**src/hdl/dbgfb_pkg.sv**
```systemverilog
package dbgfb_pkg;
  // ---------------------------------------------------------------
  // Register map (register index; byte address = 4*index)
  // ---------------------------------------------------------------
  localparam logic [7:0] IDX_FLAG = 8'h1B;
  localparam logic [7:0] IDX_BUF = 8'h1C;
  localparam logic [7:0] IDX_ADDR = 8'h1D;
  localparam logic [7:0] IDX_DATA = 8'h1E;
  localparam logic [7:0] IDX_CTRL = 8'h20;
  localparam logic [7:0] IDX_IRQ_STAT = 8'h21;
  localparam logic [7:0] IDX_IRQ_MASK = 8'h22;
  localparam logic [7:0] IDX_STATUS = 8'h23;
  // ---------------------------------------------------------------
  // Field positions
  // ---------------------------------------------------------------
  localparam int FLAG_XFER_DONE = 0;
  localparam int FLAG_PROG_EN = 1;
  localparam int FLAG_SS_LO = 2;
  localparam int CTRL_DBG_EN = 0;
  localparam int CTRL_REG_BRK = 1;
  localparam int CTRL_ROMDONE = 2;
  localparam int IRQ_XFER = 0;
  localparam int IRQ_BREAK = 1;
  localparam int IRQ_TLR = 2;
  localparam int IRQ_W = 3;
  // ---------------------------------------------------------------
  // Reset values
  // ---------------------------------------------------------------
  localparam logic [7:0] RST_FLAG = 8'h00;
  localparam logic [7:0] RST_BUF = 8'h00;
  localparam logic [15:0] RST_ADDR = 16'h0000;
  localparam logic [15:0] RST_DATA = 16'h0000;
  // ---------------------------------------------------------------
  // Source select codes
  // ---------------------------------------------------------------
  localparam logic [1:0] SS_TEST_PORT = 2'h0;
  localparam logic [1:0] SS_I2C = 2'h1;
  // Boot path decision
  typedef enum logic [1:0] {BOOT_USER, BOOT_ISP_TEST, BOOT_ISP_I2C, BOOT_EXIT} dbgfb_boot_t;
  // Link update from the TAP shift logic
  typedef struct packed {
    logic [7:0] shift_byte;
    logic [15:0] addr;
    logic [15:0] data;
  } dbgfb_link_t;
  // CPU destination register write observed for breakpoints
  typedef struct packed {
    logic valid;
    logic addr_hit;
    logic [15:0] data;
  } dbgfb_dst_t;
endpackage : dbgfb_pkg

```
**src/hdl/dbgfb_regs.sv**
```systemverilog
`timescale 1ns/1ns
// Functional notes
// RL1: Source select: 00 test, 01 I2C, 1x exit
// RL2: Enable reads as OR with buffer enable
// RL3: Enable clears on reset, TLR, ROM done
// RL4: Enable or flag writes clear source select
// RL5: Link transfer end sets transfer flag only with a same-cycle flag write
// RL6: ROM sets flag; engine clears it
// RL7: Enable 1 means ISP, else user
// RL8: Byte buffer holds debug shift byte
// RL9: Address register written by engine only
// RL10: Set mask bits join data compare
// RL11: Cleared mask bits are don't care
// RL12: Zero mask breaks on any write
// RL13: Data register written by engine only
// RL14: Data register supplies match pattern
// RL15: Boot ROM always runs first after reset
// RL16: No break without debug mode enable
// RL17: Break needs register-break enable and match
// RL18: Reserved flag bits read zero
module dbgfb_regs (
  // Clock and reset
  input wire logic core_clk,
  input wire logic resetn,
  // Wishbone slave
  input wire logic wb_cyc_i,
  input wire logic wb_stb_i,
  input wire logic wb_we_i,
  input wire logic [9:0] wb_adr_i,
  input wire logic [3:0] wb_sel_i,
  input wire logic [31:0] wb_dat_i,
  output logic [31:0] wb_dat_o,
  output logic wb_ack_o,
  // Test port side (link clock domain, sampled here)
  input wire logic tck,
  input wire logic update_dr,
  input wire logic test_logic_reset,
  input wire logic buffer_program_enable,
  input wire dbgfb_pkg::dbgfb_link_t link_in,
  output dbgfb_pkg::dbgfb_link_t link_out,
  output logic link_status,
  // Breakpoint watch
  input wire dbgfb_pkg::dbgfb_dst_t dst_write,
  output logic break_req,
  // Boot path
  output dbgfb_pkg::dbgfb_boot_t boot_path,
  output logic boot_rom_first,
  // Interrupt
  output logic irq
);
  // ---------------------------------------------------------------
  // Declarations
  // ---------------------------------------------------------------
  localparam int IRQ_W = dbgfb_pkg::IRQ_W;
  // Hazard: link pins are asynchronous to core_clk
  // Update seen 2 to 3 core cycles after link clock falls
  // Link clock must stay well below a quarter of core_clk

  // Link pin synchronisers and edge history
  logic [3:0] sync1;
  logic [3:0] sync2;
  logic tck_s; // Synchronised link clock
  logic upd_s; // Synchronised update state
  logic tlr_s; // Synchronised test-logic reset
  logic buf_en_s; // Synchronised buffer enable
  logic tck_q;
  logic tlr_q;
  logic upd_fall;
  logic tlr_rise;

  // Software-visible registers
  logic [7:0] flag_reg;
  logic [7:0] byte_buffer;
  logic [15:0] address_mask;
  logic [15:0] data_pattern;
  logic [2:0] ctrl_reg;
  logic [IRQ_W-1:0] irq_stat;
  logic [IRQ_W-1:0] irq_mask;

  // Bus decode and write strobes
  logic wb_hit;
  logic wr_en;
  logic [7:0] idx;
  logic wr_flag; // Flag register write
  logic wr_buf; // Byte buffer write
  logic wr_ctrl; // Control register write
  logic wr_irq_stat; // Status write-one-clear
  logic wr_irq_mask; // Interrupt mask write

  // Derived state
  logic prog_en_read;
  logic rom_done_set;
  logic bp_armed;
  logic bp_write;
  logic bp_match;
  logic bp_hit;
  logic [IRQ_W-1:0] irq_evt;

  // ---------------------------------------------------------------
  // Input synchronisers
  // ---------------------------------------------------------------

  // Two flops for each link control pin; link_in is not synchronised
  always_ff @(posedge core_clk or negedge resetn) begin
    if (!resetn) begin
      sync1 <= 4'h0;
      sync2 <= 4'h0;
    end else begin
      sync1 <= {buffer_program_enable, test_logic_reset, update_dr, tck};
      sync2 <= sync1;
    end
  end

  // Named views of the synchronised pins
  assign tck_s = sync2[0];
  assign upd_s = sync2[1];
  assign tlr_s = sync2[2];
  assign buf_en_s = sync2[3];

  // Edge history of synchronised link signals
  always_ff @(posedge core_clk or negedge resetn) begin
    if (!resetn) begin
      tck_q <= 1'b0;
      tlr_q <= 1'b0;
    end else begin
      tck_q <= tck_s;
      tlr_q <= tlr_s;
    end
  end

  // Update happens on falling link clock while in update state
  assign upd_fall = tck_q & ~tck_s & upd_s;
  assign tlr_rise = tlr_s & ~tlr_q;

  // ---------------------------------------------------------------
  // Bus decode
  // ---------------------------------------------------------------
  assign idx = wb_adr_i[9:2];
  assign wb_hit = wb_cyc_i & wb_stb_i & ~wb_ack_o;
  assign wr_en = wb_hit & wb_we_i & wb_sel_i[0];

  // Write aimed at one register index
  function automatic logic dbgfb_wr_to(input logic en, input logic [7:0] at,
                                       input logic [7:0] want);
    dbgfb_wr_to = en && (at == want);
  endfunction : dbgfb_wr_to

  // Per-register write strobes
  assign wr_flag = dbgfb_wr_to(wr_en, idx, dbgfb_pkg::IDX_FLAG);
  assign wr_buf = dbgfb_wr_to(wr_en, idx, dbgfb_pkg::IDX_BUF);
  assign wr_ctrl = dbgfb_wr_to(wr_en, idx, dbgfb_pkg::IDX_CTRL);
  assign wr_irq_stat = dbgfb_wr_to(wr_en, idx, dbgfb_pkg::IDX_IRQ_STAT);
  assign wr_irq_mask = dbgfb_wr_to(wr_en, idx, dbgfb_pkg::IDX_IRQ_MASK);

  // One-cycle acknowledge; drops next cycle so a held request is taken once
  always_ff @(posedge core_clk or negedge resetn) begin
    if (!resetn) begin
      wb_ack_o <= 1'b0;
    end else begin
      wb_ack_o <= wb_hit;
    end
  end

  // RL2: OR of enables
  assign prog_en_read = flag_reg[dbgfb_pkg::FLAG_PROG_EN] | buf_en_s;

  // Read data register
  always_ff @(posedge core_clk or negedge resetn) begin
    if (!resetn) begin
      wb_dat_o <= 32'h00000000;
    end else if (wb_hit && !wb_we_i) begin
      case (idx)
        // RL18: reserved read zero
        dbgfb_pkg::IDX_FLAG: wb_dat_o <= {28'h0000000, flag_reg[3:2], prog_en_read, flag_reg[0]};
        dbgfb_pkg::IDX_BUF: wb_dat_o <= {24'h000000, byte_buffer};
        // Engine-written registers
        dbgfb_pkg::IDX_ADDR: wb_dat_o <= {16'h0000, address_mask};
        dbgfb_pkg::IDX_DATA: wb_dat_o <= {16'h0000, data_pattern};
        // Control and interrupt registers
        dbgfb_pkg::IDX_CTRL: wb_dat_o <= {29'h0000000, ctrl_reg};
        dbgfb_pkg::IDX_IRQ_STAT: wb_dat_o <= {29'h0000000, irq_stat};
        dbgfb_pkg::IDX_IRQ_MASK: wb_dat_o <= {29'h0000000, irq_mask};
        // Live status
        dbgfb_pkg::IDX_STATUS: wb_dat_o <= {30'h0000000, bp_hit, upd_fall};
        default: wb_dat_o <= 32'h00000000;
      endcase
    end
  end

  // ---------------------------------------------------------------
  // Flag register
  // ---------------------------------------------------------------
  // ROM done rising, seen as a control write
  assign rom_done_set = wr_ctrl && wb_dat_i[dbgfb_pkg::CTRL_ROMDONE]
    && !ctrl_reg[dbgfb_pkg::CTRL_ROMDONE];

  // Source select, enable and transfer flag; later statements win
  always_ff @(posedge core_clk or negedge resetn) begin
    if (!resetn) begin
      flag_reg <= dbgfb_pkg::RST_FLAG;
    end else begin
      // RL6: engine clears flag at update
      if (upd_fall) begin
        flag_reg[dbgfb_pkg::FLAG_XFER_DONE] <= 1'b0;
      end
      // Software write overrides the update clear
      if (wr_flag) begin
        // RL4: writes clear select
        flag_reg[3:2] <= 2'h0;
        flag_reg[dbgfb_pkg::FLAG_PROG_EN] <= wb_dat_i[dbgfb_pkg::FLAG_PROG_EN];
        // RL6: ROM sets transfer flag
        flag_reg[dbgfb_pkg::FLAG_XFER_DONE] <= wb_dat_i[dbgfb_pkg::FLAG_XFER_DONE];
      end else if (wr_ctrl && wb_dat_i[3]) begin
        // RL1: boot ROM selects source
        flag_reg[3:2] <= wb_dat_i[5:4];
      end
      // RL5: transfer end sets flag only with a same-cycle flag write
      if (upd_fall && wr_flag) begin
        flag_reg[dbgfb_pkg::FLAG_XFER_DONE] <= 1'b1;
      end
      // RL3: ROM done or TLR clears enable
      // Clear wins over a same-cycle software set
      if (rom_done_set || tlr_s) begin
        flag_reg[dbgfb_pkg::FLAG_PROG_EN] <= 1'b0;
      end
      // RL18: reserved bits stay zero
      flag_reg[7:4] <= 4'h0;
    end
  end

  // Control: debug mode, register break, ROM done
  always_ff @(posedge core_clk or negedge resetn) begin
    if (!resetn) begin
      ctrl_reg <= 3'h0;
    end else if (wr_ctrl) begin
      ctrl_reg <= wb_dat_i[2:0];
    end
  end

  // ---------------------------------------------------------------
  // Link registers
  // ---------------------------------------------------------------
  // RL8: byte buffer swap at update
  // Host gets the old byte while the new one lands
  always_ff @(posedge core_clk or negedge resetn) begin
    if (!resetn) begin
      byte_buffer <= dbgfb_pkg::RST_BUF;
      link_out <= '0;
    end else if (upd_fall) begin
      byte_buffer <= link_in.shift_byte;
      link_out <= '{
        shift_byte: byte_buffer,
        addr: address_mask,
        data: data_pattern
      };
    end else if (wr_buf) begin
      byte_buffer <= wb_dat_i[7:0];
    end
  end

  // RL9: engine-written address
  // RL13: engine-written data
  // Frozen once ROM code is done
  always_ff @(posedge core_clk or negedge resetn) begin
    if (!resetn) begin
      address_mask <= dbgfb_pkg::RST_ADDR;
      data_pattern <= dbgfb_pkg::RST_DATA;
    end else if (upd_fall && !ctrl_reg[dbgfb_pkg::CTRL_ROMDONE]) begin
      address_mask <= link_in.addr;
      data_pattern <= link_in.data;
    end
  end

  // Transfer flag driven to host as status
  always_ff @(posedge core_clk or negedge resetn) begin
    if (!resetn) begin
      link_status <= 1'b0;
    end else begin
      link_status <= flag_reg[dbgfb_pkg::FLAG_XFER_DONE];
    end
  end

  // ---------------------------------------------------------------
  // Register breakpoint
  // ---------------------------------------------------------------
  // RL10: masked compare
  // RL11: clear bits ignored
  // RL12: zero mask always hits
  // RL14: data is pattern
  function automatic logic dbgfb_match(input logic [15:0] m, input logic [15:0] p,
                                       input logic [15:0] d);
    dbgfb_match = ((p ^ d) & m) == 16'h0000;
  endfunction : dbgfb_match

  // RL16: gated by debug mode
  // RL17: needs register-break enable
  assign bp_armed = ctrl_reg[dbgfb_pkg::CTRL_DBG_EN] & ctrl_reg[dbgfb_pkg::CTRL_REG_BRK];
  // Destination written at breakpoint address
  assign bp_write = dst_write.valid & dst_write.addr_hit;
  // Masked pattern compare of written data
  assign bp_match = dbgfb_match(address_mask, data_pattern, dst_write.data);
  // Break only when armed, written and matched
  assign bp_hit = bp_armed & bp_write & bp_match;

  // Break request register
  always_ff @(posedge core_clk or negedge resetn) begin
    if (!resetn) begin
      break_req <= 1'b0;
    end else begin
      break_req <= bp_hit;
    end
  end

  // ---------------------------------------------------------------
  // Boot path
  // ---------------------------------------------------------------
  // RL7: enable steers boot path
  // RL1: select decoded
  // Select only counts while enable reads one
  always_ff @(posedge core_clk or negedge resetn) begin
    if (!resetn) begin
      boot_path <= dbgfb_pkg::BOOT_USER;
    end else if (!prog_en_read) begin
      boot_path <= dbgfb_pkg::BOOT_USER;
    end else if (flag_reg[3]) begin
      boot_path <= dbgfb_pkg::BOOT_EXIT;
    end else if (flag_reg[2]) begin
      boot_path <= dbgfb_pkg::BOOT_ISP_I2C;
    end else begin
      boot_path <= dbgfb_pkg::BOOT_ISP_TEST;
    end
  end

  // RL15: ROM runs until done
  always_ff @(posedge core_clk or negedge resetn) begin
    if (!resetn) begin
      boot_rom_first <= 1'b1;
    end else begin
      boot_rom_first <= ~ctrl_reg[dbgfb_pkg::CTRL_ROMDONE];
    end
  end

  // ---------------------------------------------------------------
  // Interrupts
  // ---------------------------------------------------------------
  // Event sources, one per status bit
  assign irq_evt[dbgfb_pkg::IRQ_XFER] = upd_fall;
  assign irq_evt[dbgfb_pkg::IRQ_BREAK] = bp_hit;
  assign irq_evt[dbgfb_pkg::IRQ_TLR] = tlr_rise;

  // Sticky status, set wins over write-one clear
  always_ff @(posedge core_clk or negedge resetn) begin
    if (!resetn) begin
      irq_stat <= '0;
    end else begin
      // Clear first, then events, so no event is lost
      if (wr_irq_stat) begin
        irq_stat <= (irq_stat & ~wb_dat_i[IRQ_W-1:0]) | irq_evt;
      end else begin
        irq_stat <= irq_stat | irq_evt;
      end
    end
  end

  // Mask register
  always_ff @(posedge core_clk or negedge resetn) begin
    if (!resetn) begin
      irq_mask <= '0;
    end else if (wr_irq_mask) begin
      irq_mask <= wb_dat_i[IRQ_W-1:0];
    end
  end

  // Level interrupt: any unmasked status bit
  assign irq = |(irq_stat & irq_mask);
endmodule : dbgfb_regs

```
**config.mk**
```make
export PLATFORM = sky130hd
export DESIGN_NAME = dbgfb_regs
export DESIGN_NICKNAME = d
export VERILOG_FILES = /design/src/hdl/dbgfb_pkg.sv /design/src/hdl/dbgfb_regs.sv
export SDC_FILE = /design/constraint.sdc
export NUM_CORES = 1
export LEC_CHECK = 0
export BUFFER_PORTS_ARGS = -buffer_cell sky130_fd_sc_hd__clkbuf_2
export CAP_MARGIN = 20
export CELL_PAD_IN_SITES_DETAIL_PLACEMENT = 1
export CELL_PAD_IN_SITES_GLOBAL_PLACEMENT = 2
export CORE_MARGIN = 10
export CORE_UTILIZATION = 30
export CTS_CLUSTER_SIZE = 24
export DETAILED_ROUTE_END_ITERATION = 7
export PLACE_DENSITY = 0.79
export SYNTH_ARGS = -nofsm -noshare
export SYNTH_HDL_FRONTEND = slang
export SYNTH_SLANG_ARGS = --single-unit
```
**constraint.sdc**
```tcl
create_clock -name core_clk -period 2.4 [get_ports core_clk]
set_clock_uncertainty 0.2 [all_clocks]
set_input_delay 0.48 -clock core_clk [delete_from_list [all_inputs] [get_ports core_clk]]
set_output_delay 0.48 -clock core_clk [all_outputs]
set_load 0.05 [all_outputs]
```
==> run metrics, run 1 <==
proportion of layout cells with a drive suffix above 1 46.2%; total die area 24,100 um2; nets 703; CP Data Required Time 1.72 ns; first-pass detailed-route iteration total 4; vias in the first global route 4,466; post-synthesis sequential area ratio 56.9%; residual DRC count 0; run status finished clean; power per standard cell area 746 nW/um2; arrival time reported for the critical path endpoint 1.54 ns; EDFF count, synth 0; post-synthesis cell area 5500 um2; distinct cell type count of the synthesized netlist 47; capturing element type of the critical path output pin; most common cell in the synthesized netlist sky130_fd_sc_hd__dfrtp_1; FFs w/ async S/R, synth 100%; crit share post-route 92.5%; Critical Path Source Type flop; routability-driven placement congestion ratio 0.829; total core area 18,000 um2; global-route congestion overflow total 0; top area cells in the synthesized netlist sky130_fd_sc_hd__dfrtp_1 56%, sky130_fd_sc_hd__mux2_2 16%, sky130_fd_sc_hd__mux2i_1 3.8%; synthesized-area fraction occupied by adder cells 0%; number of buffers created by CTS 17; diode insertion count for antenna repair 0; largest reg by FF count link_out; total clock sinks 125; grt met3 use 5.10%; final count of pins violating max slew 0; number of setup violations in the final report 0; reported max-cap violation count 0; type of the setup path with the least slack reg -> out; number of DRC markers after the initial detailed-route iteration 179; aggregate negative setup slack 0 ns; area fraction in compound gates after synthesis 9.42%; leakage power summed over all cells 3.70 nW; mean post-synth cell area 12.9 um2; peak clock frequency supported by timing 451 MHz; Via Count 3,966; Post-DP HPWL 13.5 mm; simple-gate area share of the yosys netlist 7.06%; top flip-flop cell by instance count after synthesis sky130_fd_sc_hd__dfrtp_1; max reg flops 40; H-Tree Level Count 4; Placement Rows 49; path class of the lowest-slack min-delay path in -> reg; GRT met1 Usage 17.4%; initial antenna violation count 0; count of input and output buffers 146; DR vias/cell 4.77; setup repair after global routing missed its margin false; pin count of the biggest net entering global routing 54; met2 capacity usage during global routing 22.9%; most used routing layer in global routing met2; clock tree from TritonCTS yes; routed wirelength normalized by instance count 20.8 um; synth-to-layout area growth 30.0%; starting density of the core 30.5%; portion of synthesized cell area occupied by the leading cell type 56.4%; fraction of synthesized cell area in xor and xnor cells 2.55%; largest fanout of any net on the critical path 3; multiplexer share of the synthesized area 19.6%; wire length of the first global-routing pass 26.8 mm; Boundary Pins 192; total of flip-flops plus latches after synthesis 125; clock-pin slew on the worst setup and hold paths 0.05 ns; final worst path period need 2.22 ns; die extent in x 155 um; global-route total usage across every layer 14.5%; number of hold-slack violations in the final timing report 0; die height 155 um; standard cell area after detailed placement 6560 um2; sum of routed wire length over all layers 17.3 mm; count of mapped cells out of synthesis 427; master cell of the clock root buffer sky130_fd_sc_hd__clkbuf_16; clk_lat worst skew 0.41 ns; Longest Clk Path Bufs 2; Synth Warn # 0; area of all placed cells without fillers 7150 um2; worst voltage drop across the vdd grid 0.000494 V; remaining number of nets flagged by the antenna check after routing 0; largest family of logic cells by synthesized area multiplexers; largest area contributor in the synthesized netlist sky130_fd_sc_hd__dfrtp_1; leading cell types by count after synthesis 124 x sky130_fd_sc_hd__dfrtp_1, 77 x sky130_fd_sc_hd__mux2_2, 23 x sky130_fd_sc_hd__nor2_1
-- cells in the final DEF, fill, tap and decap left out, types with 2 or more instances in the layout --
cell type,synthesis,routed
sky130_fd_sc_hd__and2_1,2,2
sky130_fd_sc_hd__a21bo_2,2,2
sky130_fd_sc_hd__nor2b_1,2,2
sky130_fd_sc_hd__xor2_1,16,16
sky130_fd_sc_hd__nor2_1,23,22
sky130_fd_sc_hd__buf_12,0,6
sky130_fd_sc_hd__clkbuf_1,9,4
sky130_fd_sc_hd__nand3_1,6,6
sky130_fd_sc_hd__buf_4,17,11
sky130_fd_sc_hd__nand4_1,4,4
sky130_fd_sc_hd__nand2_1,19,19
sky130_fd_sc_hd__nand3b_1,3,3
sky130_fd_sc_hd__mux2_2,77,77
sky130_fd_sc_hd__a222oi_1,2,2
sky130_fd_sc_hd__mux2i_1,21,21
sky130_fd_sc_hd__a21oi_1,13,13
sky130_fd_sc_hd__a22oi_1,7,7
sky130_fd_sc_hd__dfrtp_1,124,124
sky130_fd_sc_hd__and2_0,2,2
sky130_fd_sc_hd__conb_1,1,16
sky130_fd_sc_hd__nor4b_1,2,2
sky130_fd_sc_hd__clkbuf_2,0,145
sky130_fd_sc_hd__clkbuf_8,0,2
sky130_fd_sc_hd__clkbuf_16,0,17
sky130_fd_sc_hd__clkinv_2,0,6
sky130_fd_sc_hd__o21ai_0,12,12
sky130_fd_sc_hd__dlygate4sd3_1,0,5
sky130_fd_sc_hd__inv_1,7,7
sky130_fd_sc_hd__a22o_1,22,22
-- logic make-up (layout without fill, tap and decap cells) --
kind of cell    count (synthesis)  count (layout)
flops                         125             125
mux                            98              98
simple gates                   74              74
compound gates                 68              68
buf+inv                        45             205
xor+xnor                       16              16
other cells                     1              16
-- critical path: stages, from the launching register on --
cell                       delay (ns)
sky130_fd_sc_hd__dfrtp_1         0.40
sky130_fd_sc_hd__a222oi_1        0.41
sky130_fd_sc_hd__inv_1           0.08
sky130_fd_sc_hd__clkbuf_2        0.25
-- where the power goes --
group | switching, mW | internal [mW]
Combinational | 0.484 | 0.218
Clock | 0.881 | 1.46
Sequential | 0.0742 | 2.21
-- worst paths after layout --
path                              from              end  slack [ns]  cells past startpoint
setup / recovery           irq_mask[1]              irq        0.18                      3
hold reg to reg               sync1[1]         sync2[1]        0.15                      0
max in group asynchronous       resetn   boot_rom_first        1.11                      3
min in group asynchronous       resetn            tck_q        0.29                      2
hold / removal              link_in[7]  data_pattern[7]         0.1                      2
setup reg to reg              wb_ack_o      irq_stat[0]        0.33                      7
-- through the flow --
stage          util [%]  total power [mW]  cells  hold WS, ns  setup WS [ns]
2_1_floorplan         -              2.75    442      -0.0156          0.254
3_5_place_dp       36.4              3.03    795        0.141          0.127
5_1_grt            39.7              5.58    831       0.0836         0.0919
3_3_place_gp       36.4              3.01    795        0.133          0.153
4_1_cts            39.7              5.41    831       0.0777          0.137
6_report           39.7              5.33    831       0.0976          0.181
-- area by class of cell --
type | instances | area [um2]
Fill cell | 1980 | 10900
Sequential cell | 125 | 3130
Multi-Input combinational cell | 272 | 2190
Timing Repair Buffer | 167 | 978
Clock buffer | 23 | 468
Tap cell | 229 | 287
Clock inverter | 8 | 67.6
Inverter | 7 | 26.3
-- metal layers --
layer / vias up / share of wire [%] / routed length, um
met5: - / 0 / 0
met4: 0 / 2.4 / 422
met3: 25 / 6.8 / 1170
met2: 105 / 48 / 8380
met1: 2011 / 42 / 7320
li1: 1825 / - / -
-- repair_timing --
item,in CTS,in global routing
endpoints found under the hold margin,18,0
resized for setup,0,0
hold buffers,5,0
buffers inserted,0,0
No activity file was read; power rests on OpenSTA's default activity.
==> run 2, diff against run 1 <==
--- a/config.mk
+++ b/config.mk
@@ -11,6 +11,7 @@
 export CELL_PAD_IN_SITES_GLOBAL_PLACEMENT = 2
 export CORE_MARGIN = 10
 export CORE_UTILIZATION = 30
+export CTS_BUF_LIST = sky130_fd_sc_hd__clkbuf_16
 export CTS_CLUSTER_SIZE = 24
 export DETAILED_ROUTE_END_ITERATION = 7
 export PLACE_DENSITY = 0.79
==> run 2 against run 1 <==
  * First-iteration DRC count rose by 0.56%
  * Register-to-register slack barely moved
  * Global-route usage barely moved
  * Combinational power barely moved
  * Non-clock buffer count did not move
  * Setup slack barely moved
  * Sequential power barely moved
  * Clock-buffer cell count fell by 6
  * Critical path type unchanged
  * Highest routed layer unchanged
==> run metrics, run 2 (synthesis gave the netlist of run 1 again) <==
run status finished clean; number of setup violations in the final report 0; critical path cell sequence a222oi_1 -> inv_1 -> clkbuf_2; wire length of the first global-routing pass 26.8 mm; remaining number of nets flagged by the antenna check after routing 0; top library cells by usage in the layout, fill and taps aside 145 x sky130_fd_sc_hd__clkbuf_2, 124 x sky130_fd_sc_hd__dfrtp_1, 77 x sky130_fd_sc_hd__mux2_2; pin count of the biggest net entering global routing 54; combined buffer and inverter count along the critical path 2; standard cell area after detailed placement 6560 um2; clock-pin slew on the worst setup and hold paths 0.05 ns; r2r startpoint wb_ack_o; aggregate negative setup slack 0 ns; capturing element type of the critical path output pin; largest delay contributor family on the critical path compound AO/OA/AOI/OAI gates; routability-driven placement congestion ratio 0.829; clock tree from TritonCTS yes; count of input and output buffers 146; leakage power summed over all cells 3.70 nW; Boundary Pins 192; largest reg by FF count link_out; FILL cells 1,981; area of all placed cells without fillers 7130 um2; reported max-cap violation count 0; Placement Rows 49; global-route congestion overflow total 0; worst voltage drop across the vdd grid 0.000494 V; final count of pins violating max slew 0; clk_lat worst skew 0.41 ns; critical path's largest stage delay 0.41 ns; total die area 24,100 um2; peak clock frequency supported by timing 451 MHz; number of buffers created by CTS 17; setup repair after global routing missed its margin false; initial antenna violation count 0; H-Tree Level Count 4; number of hold-slack violations in the final timing report 0; residual DRC count 0; DR vias/cell 4.79; routed wirelength normalized by instance count 20.8 um; number of DRC markers after the initial detailed-route iteration 180; first-pass detailed-route iteration total 5; number of cell instances on the worst register-to-register path 7; diode insertion count for antenna repair 0; Gates resized, CTS repair 0; max reg flops 40; arrival time reported for the critical path endpoint 1.54 ns; RR Endpoint irq_stat[0]; synth-to-layout area growth 29.6%; vias in the first global route 4,463; path class of the lowest-slack min-delay path in -> reg; master cell of the clock root buffer sky130_fd_sc_hd__clkbuf_16; total core area 18,000 um2; type of the setup path with the least slack reg -> out; die height 155 um; total clock sinks 125; Longest Clk Path Bufs 2; largest fanout of any net on the critical path 3; most frequent standard cell in the layout excluding fill and tap cells sky130_fd_sc_hd__clkbuf_2; cell depth of the worst hold path 2; proportion of layout cells with a drive suffix above 1 45.8%; Via Count 3,980; launching element of the worst setup path irq_mask[1]; start point of the worst hold path link_in[7]; starting density of the core 30.5%; R2R setup slack 0.32 ns; final worst path period need 2.22 ns; die extent in x 155 um; slowest cell on the critical path sky130_fd_sc_hd__a222oi_1; CP Data Required Time 1.72 ns; Post-DP HPWL 13.5 mm; sum of routed wire length over all layers 17.3 mm; power per standard cell area 736 nW/um2; nets 703; Worst Hold End data_pattern[7]; global-route total usage across every layer 14.5%; crit share post-route 92.5%; Critical Path Source Type flop
## run 2: cell types whose count changed in the layout (fill, tap and decap cells not counted)
cell / delta
sky130_fd_sc_hd__clkbuf_1: -4
sky130_fd_sc_hd__clkbuf_8: -2
sky130_fd_sc_hd__clkinv_1: +2
sky130_fd_sc_hd__inv_1: +4
## run 2: layout make-up
cell class	instances	area, um2	area share, %
clock inverters	14	90.1	1.26
well taps	229	287	4.02
clock buffers	17	425	5.97
flip-flops and latches	125	3130	43.9
inverters	7	26.3	0.369
multi-input cells	272	2190	30.7
repair buffers	167	978	13.7
## run 2: metrics by stage
step	setup slack, ns	utilization [%]	hold slack (ns)	cells	power, mW
after floorplan	0.254	-	-0.0156	442	2.75
after global placement	0.153	36.4	0.133	795	3.01
after detailed placement	0.127	36.4	0.141	795	3.03
after CTS	0.137	39.5	0.0787	831	5.33
after global routing	0.0923	39.5	0.0837	831	5.50
final	0.181	39.5	0.0975	831	5.25
## run 2: how the worst max path moves through the flow
stage	cells after the start	slack, ns	end
after floorplan	7	0.25	byte_buffer[6]
after global placement	6	0.15	flag_reg[1]
after detailed placement	6	0.13	flag_reg[1]
after CTS	3	0.14	irq
after global routing	3	0.09	irq
final	3	0.18	irq
## run 2: repair_timing
item | 4_1_cts | 5_1_grt
buffers inserted | 0 | 0
hold buffers | 5 | 0
hold endpoints to repair | 18 | 0
## run 2: power by group
part	switching [mW]	total (mW)	leakage, nW	internal, mW
Combinational	0.485	0.703	1.78	0.218
Sequential	0.0745	2.29	1.65	2.21
Clock	0.879	2.26	0.272	1.38
Total	1.44	5.25	3.70	3.81
## run 2: per-layer routing
layer  track usage [%]  part of all wire [%]  vias to the layer above
li1                  -                     -                     1827
met1              17.5                    42                     2016
met2              22.9                    48                      112
met3              5.10                   6.9                       25
met4              6.33                   2.4                        0
met5                 0                     0                        -
==> run 3, diff against run 2 <==
--- a/config.mk
+++ b/config.mk
@@ -6,11 +6,10 @@
 export NUM_CORES = 1
 export LEC_CHECK = 0
 export BUFFER_PORTS_ARGS = -buffer_cell sky130_fd_sc_hd__clkbuf_2
-export CAP_MARGIN = 20
 export CELL_PAD_IN_SITES_DETAIL_PLACEMENT = 1
 export CELL_PAD_IN_SITES_GLOBAL_PLACEMENT = 2
 export CORE_MARGIN = 10
-export CORE_UTILIZATION = 30
+export CORE_UTILIZATION = 29
 export CTS_BUF_LIST = sky130_fd_sc_hd__clkbuf_16
 export CTS_CLUSTER_SIZE = 24
 export DETAILED_ROUTE_END_ITERATION = 7
==> constraint.sdc (replaced) <==
create_clock -name core_clk -period 1.9 [get_ports core_clk]
set_clock_uncertainty 0.2 [all_clocks]
set_input_delay 0.38 -clock core_clk [delete_from_list [all_inputs] [get_ports core_clk]]
set_output_delay 0.38 -clock core_clk [all_outputs]
set_load 0.1 [all_outputs]
==> run 3 against run 2 <==
  * The flow now finishes with violations (negative setup slack)
  * Critical path depth did not move
  * Via count grew 6.0%
  * Non-clock buffer count up 54
  * Utilization up 2.8 points
  * Wire length grew 8.2%
  * Hold slack got worse by 0.076 ns
  * First-iteration DRC count is 22% lower
  * Critical path type unchanged
  * Register-to-register slack lost 0.42 ns
  * Largest cell class unchanged
==> run metrics, run 3 (synthesis gave the netlist of run 1 again) <==
run status complete, but fails checks; failing checks negative setup slack; standard cell area after detailed placement 6790 um2; hold_ws 0.0219 ns; clock tree from TritonCTS yes; arrival time reported for the critical path endpoint 1.52 ns; residual DRC count 0; Longest Clk Path Bufs 2; global-route total usage across every layer 15.0%; routed wirelength normalized by instance count 21.0 um; Boundary Pins 192; combined buffer and inverter count along the critical path 2; capturing element type of the critical path output pin; DR vias/cell 4.73; RR Endpoint byte_buffer[1]; path class of the lowest-slack min-delay path in -> reg; worst voltage drop across the vdd grid 0.000613 V; proportion of layout cells with a drive suffix above 1 51.3%; CP Data Required Time 1.32 ns; total clock sinks 125; largest delay contributor family on the critical path compound AO/OA/AOI/OAI gates; sum of routed wire length over all layers 18.7 mm; clk_lat worst skew 0.42 ns; first-pass detailed-route iteration total 4; pin count of the biggest net entering global routing 55; master cell of the clock root buffer sky130_fd_sc_hd__clkbuf_16; number of DRC markers after the initial detailed-route iteration 140; setup repair after global routing missed its margin true; Rel. slew slack 61.7%; Crit path depth 3; count of input and output buffers 146; Post-DP HPWL 13.9 mm; final count of pins violating max slew 0; worst path setup slack after routing -0.197 ns; Critical Path Source Type flop; most frequent standard cell in the layout excluding fill and tap cells sky130_fd_sc_hd__clkbuf_2; slowest cell on the critical path sky130_fd_sc_hd__a222oi_1; routability-driven placement congestion ratio 0.905; final worst path period need 2.10 ns; largest fanout of any net on the critical path 2; number of setup violations in the final report 11; launching element of the worst setup path irq_mask[1]; cell depth of the worst hold path 3; starting density of the core 29.4%; worst setup path endpoint irq; wire length of the first global-routing pass 28.4 mm; start point of the worst hold path wb_dat_i[5]; top library cells by usage in the layout, fill and taps aside 140 x sky130_fd_sc_hd__clkbuf_2, 122 x sky130_fd_sc_hd__dfrtp_1, 75 x sky130_fd_sc_hd__mux2_2; critical path cell sequence a222oi_1 -> inv_1 -> buf_12; total die area 24,900 um2; number of buffers created by CTS 17; crit share post-route 110%; Via Count 4,219; Placement Rows 50; number of hold-slack violations in the final timing report 0; largest reg by FF count link_out; die extent in x 158 um; R2R setup slack -0.10 ns; peak clock frequency supported by timing 477 MHz; synth-to-layout area growth 44.2%; max reg flops 40; nets 757; number of cell instances on the worst register-to-register path 8; vias in the first global route 4,896; remaining number of nets flagged by the antenna check after routing 0; final core utilization 42.4%; type of the setup path with the least slack reg -> out; reported max-cap violation count 0; power per standard cell area 945 nW/um2; clock-pin slew on the worst setup and hold paths 0.05 ns; r2r startpoint wb_ack_o; slew of the pin with the lowest slew margin 0.577 ns; total core area 18,700 um2; leakage power summed over all cells 4.02 nW; initial antenna violation count 0; critical path's largest stage delay 0.40 ns; global-route congestion overflow total 0; die height 158 um; area of all placed cells without fillers 7930 um2; H-Tree Level Count 4
==> run 3: routing by layer <==
metal / vias to the layer above / wire length, um / track usage [%]
li1: 1943 / - / -
met1: 2157 / 7990 / 18.3
met2: 100 / 9350 / 24.4
met3: 19 / 1150 / 4.80
met4: 0 / 261 / 5.30
met5: - / 0 / 0
==> run 3: worst min path at each step <==
stage / end / slack, ns
after global routing: data_pattern[2] / 0.003
after floorplan: address_mask[0] / -0.12
after CTS: data_pattern[14] / 0.003
final: flag_reg[3] / 0.02
after detailed placement: tck_q / 0.12
after global placement: tck_q / 0.11
==> run 3: through the flow <==
| step | instances | power, mW | setup WS (ns) | TNS (ns) |
|---|---|---|---|---|
| 2_1_floorplan | 442 | 3.82 | -0.120 | -1.27 |
| 3_3_place_gp | 821 | 4.17 | -0.206 | -4.55 |
| 3_5_place_dp | 821 | 4.20 | -0.312 | -5.54 |
| 4_1_cts | 886 | 7.51 | -0.232 | -0.232 |
| 5_1_grt | 891 | 7.76 | -0.294 | -2.19 |
| 6_report | 892 | 7.49 | -0.197 | -0.896 |
==> run 3: layout make-up <==
type | count | area [um2]
tap | 234 | 293
clock inverter | 15 | 156
sequential | 125 | 3130
antenna | 1 | 2.50
timing repair buffer | 221 | 1500
multi-input combinational | 272 | 2390
inverter | 7 | 26.3
fill | 2013 | 10800
clock buffer | 17 | 425
==> run 3: what timing repair did <==
item | 4_1_cts | 5_1_grt
endpoints found under the setup margin | 9 | 35
pin swaps | 1 | 8
cloned | 0 | 1
resized for setup | 8 | 38
buffers inserted | 2 | 4
hold endpoints to repair | 54 | 0
hold buffers | 31 | 0
==> run 3: tightest hold or removal path, cell delays in order <==
cell and delay [ns]:
sky130_fd_sc_hd__clkbuf_2 0.12, sky130_fd_sc_hd__nand3_4 0.06, sky130_fd_sc_hd__a21oi_2 0.04
==> run 3: power by group <==
group / switching, mW / internal [mW]
clock: 1.19 / 2.03
combinational: 1.01 / 0.362
sequential: 0.114 / 2.79
total: 2.31 / 5.19
